**src/design/mac_regmap_map.vh**
```
`ifndef MAC_REGMAP_MAP_VH
`define MAC_REGMAP_MAP_VH

// ----------------------------------------
// Soft register offsets (bytes from base)
// ----------------------------------------
`define OFF_FILTER_CTL   18'h00000
`define OFF_PAUSE_VAL    18'h00004
`define OFF_GAP_ADJ      18'h00008
`define OFF_IRQ_STAT     18'h0000c
`define OFF_IRQ_PEND     18'h00010
`define OFF_IRQ_EN       18'h00014
`define OFF_TX_TAG       18'h00018
`define OFF_RX_TAG       18'h0001c
`define OFF_SADDR_LO     18'h00020
`define OFF_SADDR_HI     18'h00024
`define OFF_TPID_A       18'h00028
`define OFF_TPID_B       18'h0002c
`define OFF_PCS_STAT     18'h00030
`define OFF_RXCFG_A      18'h00400
`define OFF_RXCFG_B      18'h00404
`define OFF_TXCFG        18'h00408
`define OFF_FLOWCFG      18'h0040c
`define OFF_MODECFG      18'h00410
`define OFF_MG_CFG       18'h00500
`define OFF_MG_CTL       18'h00504
`define OFF_MG_WDATA     18'h00508
`define OFF_MG_RDATA     18'h0050c
`define OFF_MG_IRQ_STAT  18'h00600
`define OFF_MG_IRQ_PEND  18'h00620
`define OFF_MG_IRQ_EN    18'h00640
`define OFF_MG_IRQ_CLR   18'h00660
`define OFF_SWORD_A      18'h00700
`define OFF_SWORD_B      18'h00704
`define OFF_FSEL         18'h00708
`define OFF_AFILT_LO     18'h00710
`define OFF_AFILT_HI     18'h00714

// ----------------------------------------
// Table windows: first and last word
// ----------------------------------------
`define STATS_FIRST      18'h00200
`define STATS_LAST       18'h003fc
`define TXVT_FIRST       18'h04000
`define TXVT_LAST        18'h07ffc
`define RXVT_FIRST       18'h08000
`define RXVT_LAST        18'h0bffc
`define AVB_FIRST        18'h10000
`define AVB_LAST         18'h13ffc
`define GRP_FIRST        18'h20000
`define GRP_LAST         18'h3fffc

// Table select codes
`define TSEL_NONE        3'h0
`define TSEL_STATS       3'h1
`define TSEL_TXVT        3'h2
`define TSEL_RXVT        3'h3
`define TSEL_AVB         3'h4
`define TSEL_GRP         3'h5

// ----------------------------------------
// Filter control fields, write masks, resets
// ----------------------------------------
`define FC_BAD_BIT       14
`define FC_EXT_BIT       12
`define FC_NEW_BIT       11
`define FC_RXUT_LSB      9
`define FC_TXUT_LSB      7
`define FC_RXTI_LSB      5
`define FC_TXTI_LSB      3
`define FC_BCST_BIT      2
`define FC_GRP_BIT       1
`define FC_WMASK         32'h00005ffe
`define MODE_WMASK       32'hc0000000
`define PAUSE_WMASK      32'h0000ffff
`define GAP_WMASK        32'h000000ff
`define FULL_WMASK       32'hffffffff
`define REG_RESET        32'h00000000
`define SEL_RESERVED     2'h2
`define SEL_OFF          2'h0
`define RESP_OKAY        2'h0

`endif

```
**src/design/mac_register_map_and_rx_filter_ctl.v**
```verilog
`timescale 1ns/1ps
`include "mac_regmap_map.vh"

module mac_register_map_and_rx_filter_ctl #(
    parameter [31:0] map_base_param              = 32'h00000000,
    parameter        build_rx_untag              = 0,
    parameter        build_tx_untag              = 0,
    parameter        build_rx_tag_insert         = 0,
    parameter        build_tx_tag_insert         = 0,
    parameter        build_extended_group_filter = 0
) (
    // Clock and reset
    input  wire        clock_i,
    input  wire        reset_n_i,
    // Register bus, write side
    input  wire [31:0] s_axi_awaddr_i,
    input  wire        s_axi_awvalid_i,
    output wire        s_axi_awready_o,
    input  wire [31:0] s_axi_wdata_i,
    input  wire [3:0]  s_axi_wstrb_i,
    input  wire        s_axi_wvalid_i,
    output wire        s_axi_wready_o,
    output wire [1:0]  s_axi_bresp_o,
    output wire        s_axi_bvalid_o,
    input  wire        s_axi_bready_i,
    // Register bus, read side
    input  wire [31:0] s_axi_araddr_i,
    input  wire        s_axi_arvalid_i,
    output wire        s_axi_arready_o,
    output wire [31:0] s_axi_rdata_o,
    output wire [1:0]  s_axi_rresp_o,
    output wire        s_axi_rvalid_o,
    input  wire        s_axi_rready_i,
    // Status from the MAC core
    input  wire [31:0] serdes_pcs_status_i,
    input  wire [29:0] mode_status_i,
    input  wire [31:0] mgmt_read_data_i,
    // External table port
    output wire [2:0]  table_sel_o,
    output wire [15:0] table_addr_o,
    output wire [31:0] table_wdata_o,
    output wire        table_we_o,
    input  wire [31:0] table_rdata_i,
    // Receive filter controls
    output wire        accept_bad_frames_o,
    output wire        drop_all_broadcast_o,
    output wire        drop_all_group_frames_o,
    output wire        extended_group_filter_on_o,
    // VLAN controls
    output wire [1:0]  rx_untag_select_o,
    output wire [1:0]  tx_untag_select_o,
    output wire [1:0]  rx_tag_insert_select_o,
    output wire [1:0]  tx_tag_insert_select_o,
    output wire [31:0] rx_vlan_tag_value_o,
    output wire [31:0] tx_vlan_tag_value_o,
    output wire [31:0] tag_protocol_id_a_o,
    output wire [31:0] tag_protocol_id_b_o,
    // Pause request
    output wire [15:0] tx_pause_value_o,
    output wire        tx_pause_write_o
);

// ----------------------------------------
// Bus state machine
// ----------------------------------------
localparam [1:0] ST_IDLE    = 2'h0;
localparam [1:0] ST_RD_LOOK = 2'h1;
localparam [1:0] ST_RD_RESP = 2'h2;
localparam [1:0] ST_WR_RESP = 2'h3;

reg  [1:0]  state_reg;
reg  [1:0]  state_next;
reg  [17:0] rd_off_reg;
reg  [31:0] rdata_reg;
reg  [31:0] rd_mux;
reg  [2:0]  tsel_reg;
reg  [15:0] taddr_reg;
reg  [31:0] twdata_reg;
reg         twe_reg;
reg         pause_wr_reg;

// Soft registers
reg  [31:0] filter_ctl_reg;
reg  [31:0] pause_val_reg;
reg  [31:0] gap_adj_reg;
reg  [31:0] irq_stat_reg;
reg  [31:0] irq_en_reg;
reg  [31:0] tx_tag_reg;
reg  [31:0] rx_tag_reg;
reg  [31:0] saddr_lo_reg;
reg  [31:0] saddr_hi_reg;
reg  [31:0] tpid_a_reg;
reg  [31:0] tpid_b_reg;
reg  [31:0] rxcfg_a_reg;
reg  [31:0] rxcfg_b_reg;
reg  [31:0] txcfg_reg;
reg  [31:0] flowcfg_reg;
reg  [31:0] mode_reg;
reg  [31:0] mg_cfg_reg;
reg  [31:0] mg_ctl_reg;
reg  [31:0] mg_wdata_reg;
reg  [31:0] mg_irq_stat_reg;
reg  [31:0] mg_irq_en_reg;
reg  [31:0] mg_irq_clr_reg;
reg  [31:0] sword_a_reg;
reg  [31:0] sword_b_reg;
reg  [31:0] fsel_reg;
reg  [31:0] afilt_lo_reg;
reg  [31:0] afilt_hi_reg;

// Effective controls; VLAN selects and extended filter after build gating
reg         bad_eff_reg;
reg         bcst_eff_reg;
reg         grp_eff_reg;
reg         ext_eff_reg;
reg  [1:0]  rxut_eff_reg;
reg  [1:0]  txut_eff_reg;
reg  [1:0]  rxti_eff_reg;
reg  [1:0]  txti_eff_reg;

wire        in_map_wr;
wire        in_map_rd;
wire [17:0] wr_off;
wire [17:0] rd_off;
wire        wr_take;
wire        rd_take;
wire [31:0] strb_mask;
wire        new_on;

// ----------------------------------------
// Address decode helpers
// ----------------------------------------
// Which table window an offset falls in
function [2:0] table_of;
    input [17:0] off;
    begin
        if (off >= `GRP_FIRST && off <= `GRP_LAST)
            table_of = `TSEL_GRP;
        else if (off >= `AVB_FIRST && off <= `AVB_LAST)
            table_of = `TSEL_AVB;
        else if (off >= `RXVT_FIRST && off <= `RXVT_LAST)
            table_of = `TSEL_RXVT;
        else if (off >= `TXVT_FIRST && off <= `TXVT_LAST)
            table_of = `TSEL_TXVT;
        else if (off >= `STATS_FIRST && off <= `STATS_LAST)
            table_of = `TSEL_STATS;
        else
            table_of = `TSEL_NONE;
    end
endfunction

// Word index from offset bits 16:2; starts at 0 only in the group window; windows are 2^n aligned
function [15:0] table_index;
    input [17:0] off;
    begin
        table_index = off[17:2] & 16'h7fff;
    end
endfunction

// Merge write data under strobe and writable-bit masks
function [31:0] merge;
    input [31:0] old;
    input [31:0] wd;
    input [31:0] wm;
    begin
        merge = (old & ~wm) | (wd & wm);
    end
endfunction

// Fixed offsets from the build-time base; low two bits ignored
assign in_map_wr = (s_axi_awaddr_i[31:18] == map_base_param[31:18]);
assign in_map_rd = (s_axi_araddr_i[31:18] == map_base_param[31:18]);
assign wr_off    = {s_axi_awaddr_i[17:2], 2'b00};
assign rd_off    = {s_axi_araddr_i[17:2], 2'b00};

// Address and data must arrive together; writes win over reads
assign wr_take   = (state_reg == ST_IDLE) && s_axi_awvalid_i && s_axi_wvalid_i;
assign rd_take   = (state_reg == ST_IDLE) && !wr_take && s_axi_arvalid_i;

assign strb_mask = {{8{s_axi_wstrb_i[3]}}, {8{s_axi_wstrb_i[2]}},
                    {8{s_axi_wstrb_i[1]}}, {8{s_axi_wstrb_i[0]}}};

// ----------------------------------------
// Bus handshakes and responses
// ----------------------------------------
assign s_axi_awready_o = wr_take;
assign s_axi_wready_o  = wr_take;
assign s_axi_arready_o = rd_take;
assign s_axi_bvalid_o  = (state_reg == ST_WR_RESP);
assign s_axi_rvalid_o  = (state_reg == ST_RD_RESP);
assign s_axi_bresp_o   = `RESP_OKAY;
assign s_axi_rresp_o   = `RESP_OKAY;
assign s_axi_rdata_o   = rdata_reg;

// Next state
always @* begin
    state_next = state_reg;
    case (state_reg)
        ST_IDLE: begin
            if (wr_take)
                state_next = ST_WR_RESP;
            else if (rd_take)
                state_next = ST_RD_LOOK;
        end
        ST_RD_LOOK: begin
            state_next = ST_RD_RESP;
        end
        ST_RD_RESP: begin
            if (s_axi_rready_i)
                state_next = ST_IDLE;
        end
        ST_WR_RESP: begin
            if (s_axi_bready_i)
                state_next = ST_IDLE;
        end
        default: begin
            state_next = ST_IDLE;
        end
    endcase
end

// State, latched read offset, table port
always @(posedge clock_i or negedge reset_n_i) begin
    if (!reset_n_i) begin
        state_reg    <= ST_IDLE;
        rd_off_reg   <= 18'h00000;
        tsel_reg     <= `TSEL_NONE;
        taddr_reg    <= 16'h0000;
        twdata_reg   <= `REG_RESET;
        twe_reg      <= 1'b0;
        pause_wr_reg <= 1'b0;
    end else begin
        state_reg    <= state_next;
        twe_reg      <= 1'b0;
        pause_wr_reg <= 1'b0;
        if (rd_take) begin
            rd_off_reg <= rd_off;
            tsel_reg   <= in_map_rd ? table_of(rd_off) : `TSEL_NONE;
            taddr_reg  <= table_index(rd_off);
        end
        if (wr_take) begin
            tsel_reg   <= in_map_wr ? table_of(wr_off) : `TSEL_NONE;
            taddr_reg  <= table_index(wr_off);
            twdata_reg <= s_axi_wdata_i;
            // Statistics are read-only; tables take whole words only
            twe_reg    <= in_map_wr && (table_of(wr_off) != `TSEL_NONE)
                          && (table_of(wr_off) != `TSEL_STATS);
            pause_wr_reg <= in_map_wr && (wr_off == `OFF_PAUSE_VAL);
        end
    end
end

assign table_sel_o      = tsel_reg;
assign table_addr_o     = taddr_reg;
assign table_wdata_o    = twdata_reg;
assign table_we_o       = twe_reg;
assign tx_pause_write_o = pause_wr_reg;

// ----------------------------------------
// Register writes
// ----------------------------------------
// Every register clears at reset, so added functions start off
always @(posedge clock_i or negedge reset_n_i) begin
    if (!reset_n_i) begin
        filter_ctl_reg  <= `REG_RESET;
        pause_val_reg   <= `REG_RESET;
        gap_adj_reg     <= `REG_RESET;
        irq_stat_reg    <= `REG_RESET;
        irq_en_reg      <= `REG_RESET;
        tx_tag_reg      <= `REG_RESET;
        rx_tag_reg      <= `REG_RESET;
        saddr_lo_reg    <= `REG_RESET;
        saddr_hi_reg    <= `REG_RESET;
        tpid_a_reg      <= `REG_RESET;
        tpid_b_reg      <= `REG_RESET;
        rxcfg_a_reg     <= `REG_RESET;
        rxcfg_b_reg     <= `REG_RESET;
        txcfg_reg       <= `REG_RESET;
        flowcfg_reg     <= `REG_RESET;
        mode_reg        <= `REG_RESET;
        mg_cfg_reg      <= `REG_RESET;
        mg_ctl_reg      <= `REG_RESET;
        mg_wdata_reg    <= `REG_RESET;
        mg_irq_stat_reg <= `REG_RESET;
        mg_irq_en_reg   <= `REG_RESET;
        mg_irq_clr_reg  <= `REG_RESET;
        sword_a_reg     <= `REG_RESET;
        sword_b_reg     <= `REG_RESET;
        fsel_reg        <= `REG_RESET;
        afilt_lo_reg    <= `REG_RESET;
        afilt_hi_reg    <= `REG_RESET;
    end else if (wr_take && in_map_wr) begin
        case (wr_off)
            `OFF_FILTER_CTL:
                filter_ctl_reg <= merge(filter_ctl_reg, s_axi_wdata_i,
                                        strb_mask & `FC_WMASK);
            `OFF_PAUSE_VAL:
                pause_val_reg <= merge(pause_val_reg, s_axi_wdata_i,
                                       strb_mask & `PAUSE_WMASK);
            `OFF_GAP_ADJ:
                gap_adj_reg <= merge(gap_adj_reg, s_axi_wdata_i,
                                     strb_mask & `GAP_WMASK);
            `OFF_IRQ_STAT:
                irq_stat_reg <= merge(irq_stat_reg, s_axi_wdata_i, strb_mask);
            `OFF_IRQ_EN:
                irq_en_reg <= merge(irq_en_reg, s_axi_wdata_i, strb_mask);
            `OFF_TX_TAG:
                tx_tag_reg <= merge(tx_tag_reg, s_axi_wdata_i, strb_mask);
            `OFF_RX_TAG:
                rx_tag_reg <= merge(rx_tag_reg, s_axi_wdata_i, strb_mask);
            `OFF_SADDR_LO:
                saddr_lo_reg <= merge(saddr_lo_reg, s_axi_wdata_i, strb_mask);
            `OFF_SADDR_HI:
                saddr_hi_reg <= merge(saddr_hi_reg, s_axi_wdata_i, strb_mask);
            `OFF_TPID_A:
                tpid_a_reg <= merge(tpid_a_reg, s_axi_wdata_i, strb_mask);
            `OFF_TPID_B:
                tpid_b_reg <= merge(tpid_b_reg, s_axi_wdata_i, strb_mask);
            `OFF_RXCFG_A:
                rxcfg_a_reg <= merge(rxcfg_a_reg, s_axi_wdata_i, strb_mask);
            `OFF_RXCFG_B:
                rxcfg_b_reg <= merge(rxcfg_b_reg, s_axi_wdata_i, strb_mask);
            `OFF_TXCFG:
                txcfg_reg <= merge(txcfg_reg, s_axi_wdata_i, strb_mask);
            `OFF_FLOWCFG:
                flowcfg_reg <= merge(flowcfg_reg, s_axi_wdata_i, strb_mask);
            `OFF_MODECFG:
                mode_reg <= merge(mode_reg, s_axi_wdata_i,
                                  strb_mask & `MODE_WMASK);
            `OFF_MG_CFG:
                mg_cfg_reg <= merge(mg_cfg_reg, s_axi_wdata_i, strb_mask);
            `OFF_MG_CTL:
                mg_ctl_reg <= merge(mg_ctl_reg, s_axi_wdata_i, strb_mask);
            `OFF_MG_WDATA:
                mg_wdata_reg <= merge(mg_wdata_reg, s_axi_wdata_i, strb_mask);
            `OFF_MG_IRQ_STAT:
                mg_irq_stat_reg <= merge(mg_irq_stat_reg, s_axi_wdata_i,
                                         strb_mask);
            `OFF_MG_IRQ_EN:
                mg_irq_en_reg <= merge(mg_irq_en_reg, s_axi_wdata_i, strb_mask);
            `OFF_MG_IRQ_CLR:
                mg_irq_clr_reg <= merge(mg_irq_clr_reg, s_axi_wdata_i,
                                        strb_mask);
            `OFF_SWORD_A:
                sword_a_reg <= merge(sword_a_reg, s_axi_wdata_i, strb_mask);
            `OFF_SWORD_B:
                sword_b_reg <= merge(sword_b_reg, s_axi_wdata_i, strb_mask);
            `OFF_FSEL:
                fsel_reg <= merge(fsel_reg, s_axi_wdata_i, strb_mask);
            `OFF_AFILT_LO:
                afilt_lo_reg <= merge(afilt_lo_reg, s_axi_wdata_i, strb_mask);
            `OFF_AFILT_HI:
                afilt_hi_reg <= merge(afilt_hi_reg, s_axi_wdata_i, strb_mask);
            // Read-only words and holes drop the write
            default: begin
            end
        endcase
    end
end

// ----------------------------------------
// Read data mux
// ----------------------------------------
// Table data is looked up one cycle after the address is latched
always @* begin
    rd_mux = `REG_RESET;
    case (rd_off_reg)
        `OFF_FILTER_CTL:  rd_mux = filter_ctl_reg;
        `OFF_PAUSE_VAL:   rd_mux = pause_val_reg;
        `OFF_GAP_ADJ:     rd_mux = gap_adj_reg;
        `OFF_IRQ_STAT:    rd_mux = irq_stat_reg;
        `OFF_IRQ_PEND:    rd_mux = irq_stat_reg & irq_en_reg;
        `OFF_IRQ_EN:      rd_mux = irq_en_reg;
        `OFF_TX_TAG:      rd_mux = tx_tag_reg;
        `OFF_RX_TAG:      rd_mux = rx_tag_reg;
        `OFF_SADDR_LO:    rd_mux = saddr_lo_reg;
        `OFF_SADDR_HI:    rd_mux = saddr_hi_reg;
        `OFF_TPID_A:      rd_mux = tpid_a_reg;
        `OFF_TPID_B:      rd_mux = tpid_b_reg;
        `OFF_PCS_STAT:    rd_mux = serdes_pcs_status_i;
        `OFF_RXCFG_A:     rd_mux = rxcfg_a_reg;
        `OFF_RXCFG_B:     rd_mux = rxcfg_b_reg;
        `OFF_TXCFG:       rd_mux = txcfg_reg;
        `OFF_FLOWCFG:     rd_mux = flowcfg_reg;
        `OFF_MODECFG:     rd_mux = {mode_reg[31:30], mode_status_i};
        `OFF_MG_CFG:      rd_mux = mg_cfg_reg;
        `OFF_MG_CTL:      rd_mux = mg_ctl_reg;
        `OFF_MG_WDATA:    rd_mux = mg_wdata_reg;
        `OFF_MG_RDATA:    rd_mux = mgmt_read_data_i;
        `OFF_MG_IRQ_STAT: rd_mux = mg_irq_stat_reg;
        `OFF_MG_IRQ_PEND: rd_mux = mg_irq_stat_reg & mg_irq_en_reg;
        `OFF_MG_IRQ_EN:   rd_mux = mg_irq_en_reg;
        `OFF_MG_IRQ_CLR:  rd_mux = mg_irq_clr_reg;
        `OFF_SWORD_A:     rd_mux = sword_a_reg;
        `OFF_SWORD_B:     rd_mux = sword_b_reg;
        `OFF_FSEL:        rd_mux = fsel_reg;
        `OFF_AFILT_LO:    rd_mux = afilt_lo_reg;
        `OFF_AFILT_HI:    rd_mux = afilt_hi_reg;
        default: begin
            if (tsel_reg != `TSEL_NONE)
                rd_mux = table_rdata_i;
        end
    endcase
end

// Read data holds until the next read
always @(posedge clock_i or negedge reset_n_i) begin
    if (!reset_n_i)
        rdata_reg <= `REG_RESET;
    else if (state_reg == ST_RD_LOOK)
        rdata_reg <= rd_mux;
end

// ----------------------------------------
// Effective filter and VLAN controls
// ----------------------------------------
// Reserved untag select codes act as off; registered to keep outputs clean
assign new_on = filter_ctl_reg[`FC_NEW_BIT];

always @(posedge clock_i or negedge reset_n_i) begin
    if (!reset_n_i) begin
        bad_eff_reg  <= 1'b0;
        bcst_eff_reg <= 1'b0;
        grp_eff_reg  <= 1'b0;
        ext_eff_reg  <= 1'b0;
        rxut_eff_reg <= `SEL_OFF;
        txut_eff_reg <= `SEL_OFF;
        rxti_eff_reg <= `SEL_OFF;
        txti_eff_reg <= `SEL_OFF;
    end else begin
        bad_eff_reg  <= filter_ctl_reg[`FC_BAD_BIT];
        bcst_eff_reg <= filter_ctl_reg[`FC_BCST_BIT];
        grp_eff_reg  <= filter_ctl_reg[`FC_GRP_BIT];
        ext_eff_reg  <= (build_extended_group_filter != 0) && new_on
                        && filter_ctl_reg[`FC_EXT_BIT];
        rxut_eff_reg <= `SEL_OFF;
        txut_eff_reg <= `SEL_OFF;
        rxti_eff_reg <= `SEL_OFF;
        txti_eff_reg <= `SEL_OFF;
        if ((build_rx_untag != 0) && new_on &&
            filter_ctl_reg[`FC_RXUT_LSB +: 2] != `SEL_RESERVED)
            rxut_eff_reg <= filter_ctl_reg[`FC_RXUT_LSB +: 2];
        if ((build_tx_untag != 0) && new_on &&
            filter_ctl_reg[`FC_TXUT_LSB +: 2] != `SEL_RESERVED)
            txut_eff_reg <= filter_ctl_reg[`FC_TXUT_LSB +: 2];
        if ((build_rx_tag_insert != 0) && new_on)
            rxti_eff_reg <= filter_ctl_reg[`FC_RXTI_LSB +: 2];
        if ((build_tx_tag_insert != 0) && new_on)
            txti_eff_reg <= filter_ctl_reg[`FC_TXTI_LSB +: 2];
    end
end

assign accept_bad_frames_o        = bad_eff_reg;
assign drop_all_broadcast_o       = bcst_eff_reg;
assign drop_all_group_frames_o    = grp_eff_reg;
assign extended_group_filter_on_o = ext_eff_reg;
assign rx_untag_select_o          = rxut_eff_reg;
assign tx_untag_select_o          = txut_eff_reg;
assign rx_tag_insert_select_o     = rxti_eff_reg;
assign tx_tag_insert_select_o     = txti_eff_reg;
assign rx_vlan_tag_value_o        = rx_tag_reg;
assign tx_vlan_tag_value_o        = tx_tag_reg;
assign tag_protocol_id_a_o        = tpid_a_reg;
assign tag_protocol_id_b_o        = tpid_b_reg;
assign tx_pause_value_o           = pause_val_reg[15:0];

endmodule

```
**config.mk**
```make
export PLATFORM = sky130hd
export DESIGN_NAME = mac_register_map_and_rx_filter_ctl
export DESIGN_NICKNAME = d
export VERILOG_FILES = /design/src/design/mac_register_map_and_rx_filter_ctl.v
export VERILOG_INCLUDE_DIRS = /design/src /design/src/design
export SDC_FILE = /design/constraint.sdc
export NUM_CORES = 2
export LEC_CHECK = 0
export BUFFER_PORTS_ARGS = -buffer_cell sky130_fd_sc_hd__buf_4
export CORE_MARGIN = 2
export CORE_UTILIZATION = 50
export DETAILED_ROUTE_END_ITERATION = 16
export PLACE_DENSITY = 0.7
export SYNTH_ARGS = -nofsm -noshare
export SYNTH_HDL_FRONTEND = slang
export SYNTH_SLANG_ARGS = --single-unit
```
**constraint.sdc**
```tcl
create_clock -name clock_i -period 3.98 [get_ports clock_i]
set_clock_uncertainty 0.1 [all_clocks]
set_input_delay 0.398 -clock clock_i [delete_from_list [all_inputs] [get_ports clock_i]]
set_output_delay 0.398 -clock clock_i [all_outputs]
set_load 0.05 [all_outputs]
```
==> flow_summary.toml <==
[timing]
rsz0062_at_grt = "no"
relSlewSlack_pct = 17.8
worst_pin_slew_ns = 1.22
fin_crit_ns = 3.76
setup_viol = 0
hold_viol = 0
finalCritPeriodShare_pct = 94.5
hold_ws_ns = 0.0128
max_freq_mhz = 266
slew_violations = 0
setup_tns_ns = 0

[die]
core_sq_um = 80300
start_util_pct = 50.3
die_x_microns = 288
dieArea_sq_um = 83100
ios = 483
row_count = 104
dieHeight_microns = 288

[worst_hold_path]
min_path_type = "primary input to register"

[routing]
antenna_left = 0
via_per_inst = 6.74
routed_wl_mm = 163
drtPass1Iterations = 7
drcViolationCount = 0
drtIter0Drc = 4317
wire_per_inst_microns = 33.7
vias = 32600

[power]
power.leakage_nw = 24.5
p_comb_share_pct = 23.9
p_sw_share_pct = 33.1
power.switching_w = 0.00820
power_density_nw_per_um2 = 498
power.internal_w = 0.0165
peakVddDrop_v = 0.000345
clockPowerShare_pct = 36.0
p_seq_share_pct = 40.1

[worst_setup_path]
r2r-end = "s_axi_rdata_o[16]"
r2r-start = "rd_off_reg[4]"
critPathLaunchType = "register"
setup.worst_path.class = "register to register"
cp_data_required_time_ns = 4.40
r2r_slack_ns = 0.22
cp.arrival_ns = 4.19
startpoint = "rd_off_reg[4]"
cp_max_fo = 32
crit_path_end = "s_axi_rdata_o[16]"
end_kind = "register"
reg2regPathDepth = 7

[global_route]
gr-total-overflow = 0
grt_max_degree = 94
grt_use_met2_pct = 59.5
grt_use_total_pct = 38.7
grt_pass1_vias = 32000
grt_util_met1_pct = 51.1
grt_pass1_wl_mm = 230
antenna_found_initial = 6
busiest_layer = "met2"
met3_usage_pct = 8.74

[cts]
root_buffer = "clkbuf_16"
clkSinkCount = 880
htreeDepth = 3
clock_path_buffers = 3
clk_pin_slew_ns = 0.06
postCtsSetupBuffers = 0
clk_latency_ns = 0.67
cts_tree = "yes"
cts_buffers = 91

[final_layout]
drive_gt1_share_pct = 43.8
syn2layout_area_growth_pct = 22.8
nNetsFinal = 3924
layout.cells.non_filler = 4826

[logic_synthesis]
synth.avg_cell_area_sq_um = 12.9
ys.flop_type = "dfrtp_1"
netlist_area_sq_um = 40400
synth_warnings = 0
ys_seq_area_share_pct = 54.5
async_reset_ff_share_pct = 100
ys_types = 73
ys_seq_elements = 880
synth_cells = 3133
synth_edf_count = 0

[place]
place_inst = 4599
dpl.hpwl_mm = 107
gp_congestion = 0.958
portBuffers = 464

[status]
status = "complete, no violations"

[flow_run]
drv_cap = 0
[kinds of logic (layout without fill, tap and decap cells)]
family,after synthesis,in the layout,synth area share [%]
flip-flops,880,880,54.5
multiplexers,816,816,22.7
AND/OR/NAND/NOR,591,591,8.44
AO/OA/AOI/OAI,571,571,11.2
buffers and inverters,272,890,3.12
XOR/XNOR,2,2,0.0434
other,1,16,0.00928
[synthesized netlist by cell type, drive strengths merged, types with 8 or more instances]
master	number	area [sq um]
a22o	103	902
a211oi	8	60.1
nor4b	11	109
nand2	242	928
a222oi	21	210
inv	26	97.6
o21ai	23	115
a221oi	123	1080
a21oi	60	300
nor4	69	749
clkbuf	149	559
a32o	8	80.1
a21o	19	143
mux2	795	8950
nor2	59	221
mux2i	21	210
and3	33	211
buf	97	604
nor3	30	150
o211ai	10	75.1
o32a	19	190
nor3b	8	60.1
a32oi	10	87.6
dfrtp	880	22000
o2111ai	16	140
nand4	38	244
a31oi	11	68.8
a22oi	109	818
nand3	32	165
and4	10	87.6
[critical path, stage by stage (launching register included)]
cell,delay (ns)
dfrtp_1,0.71
buf_4,0.33
or4b_2,0.79
nor4_4,0.49
nor3_1,0.12
and3_4,0.46
and3_1,0.32
o32a_1,0.28
[area by class of cell]
type / instances / area, sq um
Clock buffer: 139 / 2830
Sequential cell: 880 / 22000
Fill cell: 6363 / 30700
Clock inverter: 27 / 288
Timing Repair Buffer: 698 / 5650
Tap cell: 1060 / 1330
Antenna cell: 2 / 5.00
Multi-Input combinational cell: 1994 / 17400
Inverter: 26 / 97.6
[power by group through the flow]
stage          Combinational [W]  Clock [W]  Sequential, W
6_report                 0.00590    0.00891        0.00992
5_1_grt                  0.00610    0.00927        0.00996
4_1_cts                  0.00581    0.00892        0.00990
3_5_place_dp             0.00572          0         0.0101
3_3_place_gp             0.00567          0         0.0100
2_1_floorplan            0.00203          0         0.0113
[stage by stage]
| stage | utilization [%] | setup WS [ns] | instance area (sq um) | power (W) |
|---|---|---|---|---|
| 6_report | 61.8 | 0.217 | 49600 | 0.0247 |
| 5_1_grt | 61.8 | 0.215 | 49600 | 0.0253 |
| 4_1_cts | 61.8 | 0.378 | 49600 | 0.0246 |
| 3_5_place_dp | 57.2 | 0.401 | 45900 | 0.0158 |
| 3_3_place_gp | 57.2 | 0.413 | 45900 | 0.0157 |
| 2_1_floorplan | - | 1.20 | 40500 | 0.0133 |
[repair_timing]
item	in CTS	in global routing
hold endpoints to repair	125	0
resized for setup	0	0
hold buffers	59	0
[layer usage]
metal | part of all wire (%) | vias up | wire, microns
met5 | 0.016 | - | 26
met2 | 45 | 2167 | 73300
li1 | - | 13100 | -
met1 | 38 | 16800 | 61100
met4 | 6.5 | 4 | 10500
met3 | 11 | 519 | 17800
[cell usage in the layout (no fill, tap or decap), types with 11 or more instances in the layout]
cell           netlist  routed
a21o_1              19      19
a21oi_1             60      60
a221oi_1           123     123
a222oi_1            21      21
a22o_1             103     103
a22oi_1            109     109
a31oi_1             11      11
and3_1              32      32
buf_12               0      20
buf_4               23     618
clkbuf_1           149      18
clkbuf_16            0      97
clkbuf_8             0      24
clkinv_2             0      20
conb_1               1      14
dfrtp_1            880     880
dlygate4sd3_1        0      59
inv_1               25      25
mux2_2             787     787
mux2i_1             21      21
nand2_1            234     234
nand3_1             31      31
nand4_1             37      37
nor2_1              59      59
nor3_1              30      29
nor4_1              35      27
nor4_2              22      18
nor4_4              12      24
o2111ai_1           16      16
o21ai_0             23      23
o32a_1              19      19
[worst min-delay path by stage]
stage,cells after the start,start,endpoint
after global routing,3,table_rdata_i[9],s_axi_rdata_o[9]
after global placement,0,register,drop_all_group_frames_o
after floorplan,0,reset_n_i,async pin
after CTS,3,s_axi_wdata_i[14],table_wdata_o[14]
final,3,s_axi_wdata_i[2],table_wdata_o[2]
after detailed placement,0,register,drop_all_group_frames_o
(Power assumes the default switching activity.)
